**src/rtcyp_params.svh**
```systemverilog
// Register offsets, field positions and reset values of the year, prescale and interrupt block
`ifndef RTCYP_PARAMS_SVH
`define RTCYP_PARAMS_SVH

`define RTCYP_ADDR_W 8
`define RTCYP_DATA_W 32

`define RTCYP_OFF_YEAR_VALUE 8'h0c
`define RTCYP_OFF_YEAR_MATCH 8'h10
`define RTCYP_OFF_YEAR_LOAD 8'h14
`define RTCYP_OFF_PRESCALE 8'h18
`define RTCYP_OFF_IRQ_MASK 8'h1c
`define RTCYP_OFF_IRQ_RAW 8'h20
`define RTCYP_OFF_IRQ_MASKED 8'h24
`define RTCYP_OFF_IRQ_CLEAR 8'h28

`define RTCYP_YEAR_W 14
`define RTCYP_YEAR_RST 14'h2000
`define RTCYP_MATCH_RST 14'h2000
`define RTCYP_PRESET_RST 14'h0000

`define RTCYP_DIV_LSB 0
`define RTCYP_DIV_W 15
`define RTCYP_DIV_RST 15'h7fff
`define RTCYP_TRIM_LSB 16
`define RTCYP_TRIM_W 10
`define RTCYP_TRIM_RST 10'h000
`define RTCYP_LOCK_BIT 26

// Trim window is 1023 slow cycles: counts 0 to 1022
`define RTCYP_TRIM_LAST 10'h3fe

`define RTCYP_IRQ_CAL 0
`define RTCYP_IRQ_CNT 1
`define RTCYP_IRQ_W 2

`endif

```
**src/rtcyp_pkg.sv**
```systemverilog
// Types shared by the year, prescale and interrupt block
`include "rtcyp_params.svh"

package rtcyp_pkg;

  typedef struct packed {
    logic sec;
    logic timer;
  } rtcyp_tick_t;

  typedef struct packed {
    logic [`RTCYP_DIV_W-1:0] div_cnt;
    logic [`RTCYP_TRIM_W-1:0] win_cnt;
    logic [`RTCYP_TRIM_W-1:0] del_cnt;
    rtcyp_tick_t tick;
  } rtcyp_presc_state_t;

  typedef struct packed {
    logic [1:0] sync;
    logic slow_prev;
    logic [`RTCYP_YEAR_W-1:0] year_now;
    logic [`RTCYP_YEAR_W-1:0] year_compare;
    logic [`RTCYP_YEAR_W-1:0] year_preset;
    logic [`RTCYP_DIV_W-1:0] divider;
    logic [`RTCYP_TRIM_W-1:0] trim;
    logic lock;
    logic [`RTCYP_IRQ_W-1:0] irq_en;
    logic [`RTCYP_IRQ_W-1:0] irq_raw;
    logic [`RTCYP_DATA_W-1:0] rd_data;
  } rtcyp_state_t;

endpackage

```
**src/rtcyp_prescaler.sv**
```systemverilog
// Slow clock divider with trim deletion, producing second and timer ticks
`timescale 1ns/1ps
`include "rtcyp_params.svh"

module rtcyp_prescaler
(
  input wire logic ref_clk_i,
  input wire logic rst_n_i,
  input wire logic slow_tick_i,
  input wire logic [`RTCYP_DIV_W-1:0] divider_i,
  input wire logic [`RTCYP_TRIM_W-1:0] trim_i,
  output rtcyp_pkg::rtcyp_tick_t tick_o
);

  rtcyp_pkg::rtcyp_presc_state_t s_r;
  rtcyp_pkg::rtcyp_presc_state_t s_nxt;

  always_comb
  begin
    logic deleted;
    deleted = 1'b0;
    s_nxt = s_r;
    s_nxt.tick.sec = 1'b0;
    s_nxt.tick.timer = 1'b0;
    if (slow_tick_i)
    begin
      // Deleted pulses are the first ones of each window
      deleted = (s_r.del_cnt < trim_i);
      if (s_r.win_cnt == `RTCYP_TRIM_LAST)
      begin
        s_nxt.win_cnt = '0;
        s_nxt.del_cnt = '0;
      end
      else
      begin
        s_nxt.win_cnt = s_r.win_cnt + 10'h001;
        if (deleted)
        begin
          s_nxt.del_cnt = s_r.del_cnt + 10'h001;
        end
      end
      if (divider_i == '0)
      begin
        // Timer runs at the slow rate, clockwatch stands still
        s_nxt.div_cnt = '0;
        s_nxt.tick.timer = 1'b1;
      end
      else if (!deleted)
      begin
        // Counter may exceed a divider lowered on the fly; restart then
        if (s_r.div_cnt >= divider_i)
        begin
          s_nxt.div_cnt = '0;
          s_nxt.tick.sec = 1'b1;
          s_nxt.tick.timer = 1'b1;
        end
        else
        begin
          s_nxt.div_cnt = s_r.div_cnt + 15'h0001;
        end
      end
    end
  end

  always_ff @(posedge ref_clk_i or negedge rst_n_i)
  begin
    if (!rst_n_i)
    begin
      s_r <= '0;
    end
    else
    begin
      s_r <= s_nxt;
    end
  end

  assign tick_o = s_r.tick;

endmodule

```
**src/rtcyp_top.sv**
```systemverilog
// Year registers, prescale control with enable lock, and interrupt status of the clock unit
// What this block does
// - Read-only BCD year, resets to 2000
// - Writable BCD year match, resets to 2000
// - Writable BCD year load, resets to zero
// - Second tick every divider plus one cycles
// - Divider zero: timer slow rate, clockwatch stopped
// - Delete trim count pulses per 1023 cycles
// - Enable bit starts clockwatch, reads back stored
// - After enable, prescale control writes ignored
// - Mask bit 0 enables clockwatch interrupt
// - Mask bit 1 enables timer interrupt
// - Raw status: clockwatch bit 0, timer bit 1
// - Masked status is raw AND enable
// - Clear register: one clears, zero no effect
`timescale 1ns/1ps
`include "rtcyp_params.svh"

module rtcyp_top
(
  input wire logic ref_clk_i,
  input wire logic rst_n_i,
  input wire logic [`RTCYP_ADDR_W-1:0] addr_i,
  input wire logic [`RTCYP_DATA_W-1:0] wr_data_i,
  input wire logic wr_en_i,
  input wire logic rd_en_i,
  output logic [`RTCYP_DATA_W-1:0] rd_data_o,
  input wire logic slow_clock_i,
  input wire logic year_carry_i,
  input wire logic calendar_event_i,
  input wire logic countdown_event_i,
  output logic calendar_enable_o,
  output logic second_tick_o,
  output logic countdown_tick_o,
  output logic year_match_o,
  output logic calendar_irq_out_o,
  output logic countdown_irq_out_o,
  output logic irq_o
);

  rtcyp_pkg::rtcyp_state_t s_r;
  rtcyp_pkg::rtcyp_state_t s_nxt;
  rtcyp_pkg::rtcyp_tick_t tick;
  logic slow_tick;
  logic [`RTCYP_IRQ_W-1:0] irq_masked;

  // Four BCD digits, top digit two bits wide; wraps after 3999
  function automatic logic [`RTCYP_YEAR_W-1:0] rtcyp_bcd_inc(
    input logic [`RTCYP_YEAR_W-1:0] y
  );
    logic [3:0] d0;
    logic [3:0] d1;
    logic [3:0] d2;
    logic [1:0] d3;
    d0 = y[3:0];
    d1 = y[7:4];
    d2 = y[11:8];
    d3 = y[13:12];
    if (d0 != 4'h9)
    begin
      d0 = d0 + 4'h1;
    end
    else
    begin
      d0 = 4'h0;
      if (d1 != 4'h9)
      begin
        d1 = d1 + 4'h1;
      end
      else
      begin
        d1 = 4'h0;
        if (d2 != 4'h9)
        begin
          d2 = d2 + 4'h1;
        end
        else
        begin
          d2 = 4'h0;
          d3 = d3 + 2'h1;
        end
      end
    end
    return {d3, d2, d1, d0};
  endfunction

  // Pad a year field into a bus word, upper bits reserved as zero
  function automatic logic [`RTCYP_DATA_W-1:0] rtcyp_year_word(
    input logic [`RTCYP_YEAR_W-1:0] y
  );
    return {{(`RTCYP_DATA_W-`RTCYP_YEAR_W){1'b0}}, y};
  endfunction

  // Slow clock pin is asynchronous; first stage feeds only the second
  assign slow_tick = s_r.sync[1] & ~s_r.slow_prev;

  assign irq_masked = s_r.irq_raw & s_r.irq_en;

  always_comb
  begin
    logic [`RTCYP_IRQ_W-1:0] clr;
    logic [`RTCYP_IRQ_W-1:0] evt;
    clr = '0;
    evt = '0;
    s_nxt = s_r;
    s_nxt.sync = {s_r.sync[0], slow_clock_i};
    s_nxt.slow_prev = s_r.sync[1];
    s_nxt.rd_data = '0;

    // The year moves only while the clockwatch runs
    if (s_r.lock && year_carry_i)
    begin
      s_nxt.year_now = rtcyp_bcd_inc(s_r.year_now);
    end

    if (wr_en_i)
    begin
      case (addr_i)
        `RTCYP_OFF_YEAR_MATCH:
        begin
          s_nxt.year_compare = wr_data_i[`RTCYP_YEAR_W-1:0];
        end
        `RTCYP_OFF_YEAR_LOAD:
        begin
          // Loading wins over a carry in the same cycle
          s_nxt.year_preset = wr_data_i[`RTCYP_YEAR_W-1:0];
          s_nxt.year_now = wr_data_i[`RTCYP_YEAR_W-1:0];
        end
        `RTCYP_OFF_PRESCALE:
        begin
          if (!s_r.lock)
          begin
            s_nxt.divider = wr_data_i[`RTCYP_DIV_LSB +: `RTCYP_DIV_W];
            s_nxt.trim = wr_data_i[`RTCYP_TRIM_LSB +: `RTCYP_TRIM_W];
            s_nxt.lock = wr_data_i[`RTCYP_LOCK_BIT];
          end
        end
        `RTCYP_OFF_IRQ_MASK:
        begin
          s_nxt.irq_en[`RTCYP_IRQ_CAL] = wr_data_i[`RTCYP_IRQ_CAL];
          s_nxt.irq_en[`RTCYP_IRQ_CNT] = wr_data_i[`RTCYP_IRQ_CNT];
        end
        `RTCYP_OFF_IRQ_CLEAR:
        begin
          clr = wr_data_i[`RTCYP_IRQ_W-1:0];
        end
        default:
        begin
          clr = '0;
        end
      endcase
    end

    evt[`RTCYP_IRQ_CAL] = calendar_event_i;
    evt[`RTCYP_IRQ_CNT] = countdown_event_i;
    // Set wins over a clear in the same cycle so no event is lost
    s_nxt.irq_raw = (s_r.irq_raw & ~clr) | evt;

    if (rd_en_i)
    begin
      case (addr_i)
        `RTCYP_OFF_YEAR_VALUE:
        begin
          s_nxt.rd_data = rtcyp_year_word(s_r.year_now);
        end
        `RTCYP_OFF_YEAR_MATCH:
        begin
          s_nxt.rd_data = rtcyp_year_word(s_r.year_compare);
        end
        `RTCYP_OFF_YEAR_LOAD:
        begin
          s_nxt.rd_data = rtcyp_year_word(s_r.year_preset);
        end
        `RTCYP_OFF_PRESCALE:
        begin
          s_nxt.rd_data[`RTCYP_DIV_LSB +: `RTCYP_DIV_W] = s_r.divider;
          s_nxt.rd_data[`RTCYP_TRIM_LSB +: `RTCYP_TRIM_W] = s_r.trim;
          s_nxt.rd_data[`RTCYP_LOCK_BIT] = s_r.lock;
        end
        `RTCYP_OFF_IRQ_MASK:
        begin
          s_nxt.rd_data[`RTCYP_IRQ_W-1:0] = s_r.irq_en;
        end
        `RTCYP_OFF_IRQ_RAW:
        begin
          s_nxt.rd_data[`RTCYP_IRQ_W-1:0] = s_r.irq_raw;
        end
        `RTCYP_OFF_IRQ_MASKED:
        begin
          s_nxt.rd_data[`RTCYP_IRQ_W-1:0] = irq_masked;
        end
        default:
        begin
          s_nxt.rd_data = '0;
        end
      endcase
    end
  end

  always_ff @(posedge ref_clk_i or negedge rst_n_i)
  begin
    if (!rst_n_i)
    begin
      s_r.sync <= '0;
      s_r.slow_prev <= 1'b0;
      s_r.year_now <= `RTCYP_YEAR_RST;
      s_r.year_compare <= `RTCYP_MATCH_RST;
      s_r.year_preset <= `RTCYP_PRESET_RST;
      s_r.divider <= `RTCYP_DIV_RST;
      s_r.trim <= `RTCYP_TRIM_RST;
      s_r.lock <= 1'b0;
      s_r.irq_en <= '0;
      s_r.irq_raw <= '0;
      s_r.rd_data <= '0;
    end
    else
    begin
      s_r <= s_nxt;
    end
  end

  rtcyp_prescaler u_prescaler
  (
    .ref_clk_i(ref_clk_i),
    .rst_n_i(rst_n_i),
    .slow_tick_i(slow_tick),
    .divider_i(s_r.divider),
    .trim_i(s_r.trim),
    .tick_o(tick)
  );

  assign rd_data_o = s_r.rd_data;
  assign calendar_enable_o = s_r.lock;
  // Clockwatch tick withheld until enabled; timer tick runs regardless
  assign second_tick_o = tick.sec & s_r.lock;
  assign countdown_tick_o = tick.timer;
  assign year_match_o = (s_r.year_now == s_r.year_compare);
  assign calendar_irq_out_o = irq_masked[`RTCYP_IRQ_CAL];
  assign countdown_irq_out_o = irq_masked[`RTCYP_IRQ_CNT];
  assign irq_o = |irq_masked;

endmodule

```
**config.mk**
```make
export PLATFORM = sky130hd
export DESIGN_NAME = rtcyp_top
export DESIGN_NICKNAME = d
export VERILOG_FILES = /design/src/rtcyp_pkg.sv /design/src/rtcyp_prescaler.sv /design/src/rtcyp_top.sv
export VERILOG_INCLUDE_DIRS = /design/src
export SDC_FILE = /design/constraint.sdc
export NUM_CORES = 1
export LEC_CHECK = 0
export BUFFER_PORTS_ARGS = -buffer_cell sky130_fd_sc_hd__buf_2
export CORE_MARGIN = 2
export CORE_UTILIZATION = 52
export CTS_BUF_LIST = sky130_fd_sc_hd__clkbuf_4 sky130_fd_sc_hd__clkbuf_8 sky130_fd_sc_hd__clkbuf_16
export DETAILED_ROUTE_END_ITERATION = 7
export MAX_ROUTING_LAYER = met4
export PLACE_DENSITY = 0.77
export SYNTH_ARGS = -nofsm -noshare
export SYNTH_HDL_FRONTEND = slang
export SYNTH_SLANG_ARGS = --single-unit
export TNS_END_PERCENT = 5
```
**constraint.sdc**
```tcl
create_clock -name ref_clk_i -period 3.28 [get_ports ref_clk_i]
set_input_delay 0.328 -clock ref_clk_i [delete_from_list [all_inputs] [get_ports ref_clk_i]]
set_output_delay 0.328 -clock ref_clk_i [all_outputs]
set_load 0.03 [all_outputs]
```
Word-level counts from Yosys, hierarchy flattened --
Index checks and enable logic that the tools add are counted.
Operators by class: add/subtract/negate cells 7, magnitude comparators 2, equality and inequality tests 14, mux-type cells 33, bitwise logic cells 8, reductions and logical operators 11
Operators by type and width (count):
- two-way mux 70 bit | 1
- two-way mux 14 bit | 4
- two-way mux 26 bit | 2
- case mux 13 bit (4 select lines) | 1
- two-way mux 15 bit | 3
- == test 8 x 5 -> 1 bit, second input constant | 4
- two-way mux 27 bit | 1
- == test 8 x 6 -> 1 bit, second input constant | 3
- two-way mux 4 bit | 6
- adder 10 x 1 -> 10 bit, second input constant | 2
- two-way mux 20 bit | 1
- two-way mux 2 bit | 9
- adder 15 x 1 -> 15 bit, second input constant | 1
- >= comparator 15 bit | 1
- logical NOT 15 bit | 1
- == test 14 bit | 1
- case mux 2 bit (7 select lines) | 1
- adder 4 x 1 -> 4 bit, second input constant | 3
- inequality test 4 bit, second input constant | 3
- AND reduction 2 bit | 6
- two-way mux 11 bit | 1
- == test 10 bit, second input constant | 1
- less-than comparator 10 bit | 1
- two-way mux 10 bit | 1
- 13 further kinds | 17
Storage, ports and cells: flip-flop bits (word level) 144, input port bits 48, output and inout bits 39, logic and storage cells 91

Logic depth before layout (Yosys ltp) --
depth after elaboration 7, gate-level depth with buffers 10, depth with buffers taken out 8

Cells and area by module --
From an unflattened synthesis, not the netlist that was laid out.
Second synthesis, totals: cell total of the unflattened synthesis 755, area, all modules 7658.6 um^2
By module, submodules not included:
- rtcyp_top | times used 1, cells an instance 446, area an instance 4956.0 um^2, sequential area each 2548.7 um^2
- rtcyp_prescaler | times used 1, cells an instance 309, area an instance 2702.6 um^2, sequential area each 925.9 um^2

Least setup slack after synthesis --
No wires, ideal clock.
path kind reg2reg, start register s_r[59] (netlist bit), end register u_prescaler.s_r[31] (netlist bit), library setup time 0.104 ns, arrival time 2.281 ns, data required time 3.176 ns, setup slack 0.895 ns, cell stages (with the launch flop) 10, path buffers 1, clock period less this slack 2.385 ns, cell sequence dfstp_2 > inv_1 > ha_1 > a211oi_1 > nor2_1 > nor3_1 > nand4_1 > or3_1 > buf_2 > o41ai_2
On the way: longest elaborated chain between the ends 4, elaborated cells on any way between the ends 7, those cells by class 1 x order compare; 1 x eq/ne; 3 x mux; 2 x reduce/logical
Ends and longest elaborated chain:
- from (decl) | RTL line rtcyp_top.sv:41 | rtcyp_pkg::rtcyp_state_t s_r;
- from (signal assigned) | RTL line rtcyp_top.sv:218 | s_r <= s_nxt;
- >= comparator 15 bit | RTL line rtcyp_prescaler.sv:51 | if (s_r.div_cnt >= divider_i)
- two-way mux 15 bit | RTL line rtcyp_prescaler.sv:51
- two-way mux 15 bit | RTL line rtcyp_prescaler.sv:48 | else if (!deleted)
- two-way mux 15 bit | RTL line rtcyp_prescaler.sv:42 | if (divider_i == '0)
- to (signal assigned) | RTL line rtcyp_prescaler.sv:73 | s_r <= s_nxt;
- to (decl) | RTL line rtcyp_prescaler.sv:15 | rtcyp_pkg::rtcyp_presc_state_t s_r;
Several ways; a longest one is shown, not always the timed one. The select of a mux whose other input is x is not followed. A chain may end at the register's enable or synchronous reset.

Final worst setup path --
start register s_r[53] (netlist bit), end register u_prescaler.s_r[31] (netlist bit)
Same word-level chain as after synthesis.

==> qor.yml <==
critical_path:
  cp.arrival_ns: 2.97
  crit_fanout: 10
  regToRegStartpoint: "s_r[53]$_DFFE_PN1P_"
  cp.required_ns: 3.61
  r2r-end: "u_prescaler.s_r[31]$_DFFE_PN0P_"
  crit_slowest_cell: "dfstp_2"
  rrSetupSlack_ns: 0.64
  critPathBufInv: 1
  startpoint_type: "register"
  path_cells: "inv_1 > ha_1 > a211oi_1 > nand2_1 > o211ai_1 > nand4_1 > or3_1 > o41ai_2"
  reg2regPathDepth: 8
  cp_top_family: "simple AND/OR/NAND/NOR gates"
  crit_path_end_kind: "register"
  critPathMaxStageDelay_ns: 0.56
  crit_type: "reg -> reg"
cells_and_area:
  utilization: 0.6028
  nets: 863
  area_growth_pct: 12.58
  layout_common_cells: "nand2_1, dfrtp_1, buf_2"
  drive_gt1_frac: 0.2463
  diodes: 0
  stdcell_area_sq_um: 8432
  n_fill_cell: 1134
  final_common_cell: "nand2_1"
power_and_ir_drop:
  seqPwrFrac: 0.428
  leakagePower_nw: 3.842
  p_switching_w: 0.001245
  ir_drop_v: 0.0003835
  clkPwrFrac: 0.433
  total_power_w: 0.004620
  p_int_w: 0.003375
  comb_power_share: 0.139
  swShare: 0.2694
  p_per_area_nw_per_um2: 547.9
synth:
  ys_ff_latch: 138
  synth_cells: 739
  yosysUniqueCellTypes: 70
  yosysWarnings: 0
  async_reset_ff_frac: 1.000
  synth-edff-count: 0
  synth_area_per_cell_sq_um: 10.13
  yosysSeqAreaShare: 0.4639
  yosys_most_used_dff: "dfrtp_1"
  syn_area_sq_um: 7490
timing:
  min_period_ns: 2.642
  max_freq_mhz: 378.5
  tightest_slew_ns: 1.031
  setup_ws_ns: 0.6380
  setup_viol: 0
  slew_headroom: 0.3129
  fin_crit_sh: 0.8055
  hold_violations: 0
  rsz0062_at_grt: "no"
  skew_ns: 0.009999
  slew_violations: 0
  fin_setup_tns_ns: 0
drt:
  drt_first_pass_iters: 6
  antenna_left: 0
  wl_um: 17290
  drc: 0
  viasPerCell: 5.905
  wl_per_cell_um: 17.65
  vias: 5787
  first_iter_violations: 477
job:
  cap_violations: 0
clock_network:
  insertion_delay_ns: 0.43
  clock-root-buffer: "clkbuf_16"
  cts_buffers: 17
  cts.clk_slew.worst_paths_ns: 0.06
  cts_max_level: 4
  numClockSinks: 138
  clock_path_buffers: 2
  cts_tree: "done"
  ctsHoldBuffers: 1
  cts_resized: 0
  cts_setup_buffers: 0
place:
  dp_hpwl_um: 11860
  placed_area_sq_um: 7794
  gp_congestion: 0.8735
  post-place-ws_ns: 0.6909
  port_buffers: 74
global_routing:
  grtUsageTotal: 0.2491
  grt_pass1_wl_um: 28610
  grt_max_degree: 118
  overflow: 0
  grt_pass1_vias: 5915
  antenna_found_initial: 0
floorplan:
  die-area_sq_um: 15380
  core_area_sq_um: 13990
  initial_core_util: 0.5354
  num_rows: 43
  die_y_um: 124.0
  die_w_um: 124.0
  io_pins: 87
hold_path:
  min_path_type: "in -> async"
run_status:
  status: "finished clean"
flip-flops by register name, indices dropped and copies added (netlist names):
signal	count
calendar_enable_o	1
rd_data_o	26
s_nxt	2
s_r	72
u_prescaler.s_r	35
u_prescaler.tick_o	2
power by group through the flow:
| stage | sequential (W) | clock, W | combinational (W) |
|---|---|---|---|
| detailed placement | 0.00200 | 0 | 0.000633 |
| CTS | 0.00197 | 0.00202 | 0.000642 |
| global route | 0.00199 | 0.00210 | 0.000711 |
| global placement | 0.00199 | 0 | 0.000597 |
| floorplan | 0.00196 | 0 | 0.000446 |
| finish | 0.00198 | 0.00200 | 0.000641 |
layout make-up:
| cell class | count | area [sq um] | area share |
|---|---|---|---|
| Multi-Input combinational cell | 510 | 3511 | 0.4164 |
| Timing Repair Buffer | 85 | 461.7 | 0.05476 |
| Sequential cell | 138 | 3475 | 0.4121 |
| Tap cell | 180 | 225.2 | 0.02671 |
| Inverter | 35 | 131.4 | 0.01558 |
| Clock buffer | 22 | 488.0 | 0.05787 |
| Clock inverter | 10 | 140.1 | 0.01662 |
through the flow:
| stage | std cells | hold slack, ns |
|---|---|---|
| finish | 980 | 0.06866 |
| global route | 980 | 0.07884 |
| detailed placement | 947 | 0.3479 |
| CTS | 980 | 0.07393 |
| floorplan | 744 | 0.03241 |
| global placement | 947 | 0.3352 |
worst max path at each step:
stage | startpoint | slack, ns | depth (start not counted) | endpoint
global route | s_r[59]$_DFFE_PN1P_ | 0.46 | 8 | u_prescaler.s_r[31]$_DFFE_PN0P_
detailed placement | s_r[53]$_DFFE_PN1P_ | 0.69 | 8 | u_prescaler.s_r[31]$_DFFE_PN0P_
CTS | s_r[53]$_DFFE_PN1P_ | 0.67 | 8 | u_prescaler.s_r[31]$_DFFE_PN0P_
floorplan | s_r[59]$_DFFE_PN1P_ | 0.90 | 9 | u_prescaler.s_r[31]$_DFFE_PN0P_
finish | s_r[53]$_DFFE_PN1P_ | 0.64 | 8 | u_prescaler.s_r[31]$_DFFE_PN0P_
global placement | s_r[59]$_DFFE_PN1P_ | 0.75 | 8 | u_prescaler.s_r[31]$_DFFE_PN0P_
metal layers:
layer	wire length [um]	up-vias	global-route usage	share of wire
li1	-	2690	-	-
met1	7460	2858	0.3130	0.43
met2	8548	209	0.3980	0.49
met3	1044	30	0.05678	0.060
met4	240	0	0.08919	0.014
met5	0	-	-	0
cell usage after synthesis (17+ instances only):
master	number	area, sq um
nand2_1	122	457.9
dfrtp_1	121	3028
o21ai_0	41	205.2
inv_1	35	131.4
buf_4	33	247.7
ha_1	28	350.3
mux2_2	21	236.5
clkbuf_1	20	75.07
mux2_4	20	300.3
nor2_1	20	75.07
nand3_1	18	90.09
xnor2_1	18	157.7
a31oi_1	17	106.4
and3_1	17	106.4
dfstp_2	17	446.7
cells by family (layout without fill, tap and decap cells):
| logic type | Yosys count | after routing | synth area share |
|---|---|---|---|
| other cells | 1 | 6 | 0.0005007 |
| compound gates | 154 | 154 | 0.1402 |
| buf+inv | 96 | 152 | 0.06983 |
| mux | 43 | 43 | 0.07434 |
| xor+xnor | 24 | 24 | 0.02807 |
| fa+ha+maj | 28 | 28 | 0.04678 |
| flops | 138 | 138 | 0.4639 |
| simple gates | 255 | 255 | 0.1764 |
Power figures use the tool's default switching activity.
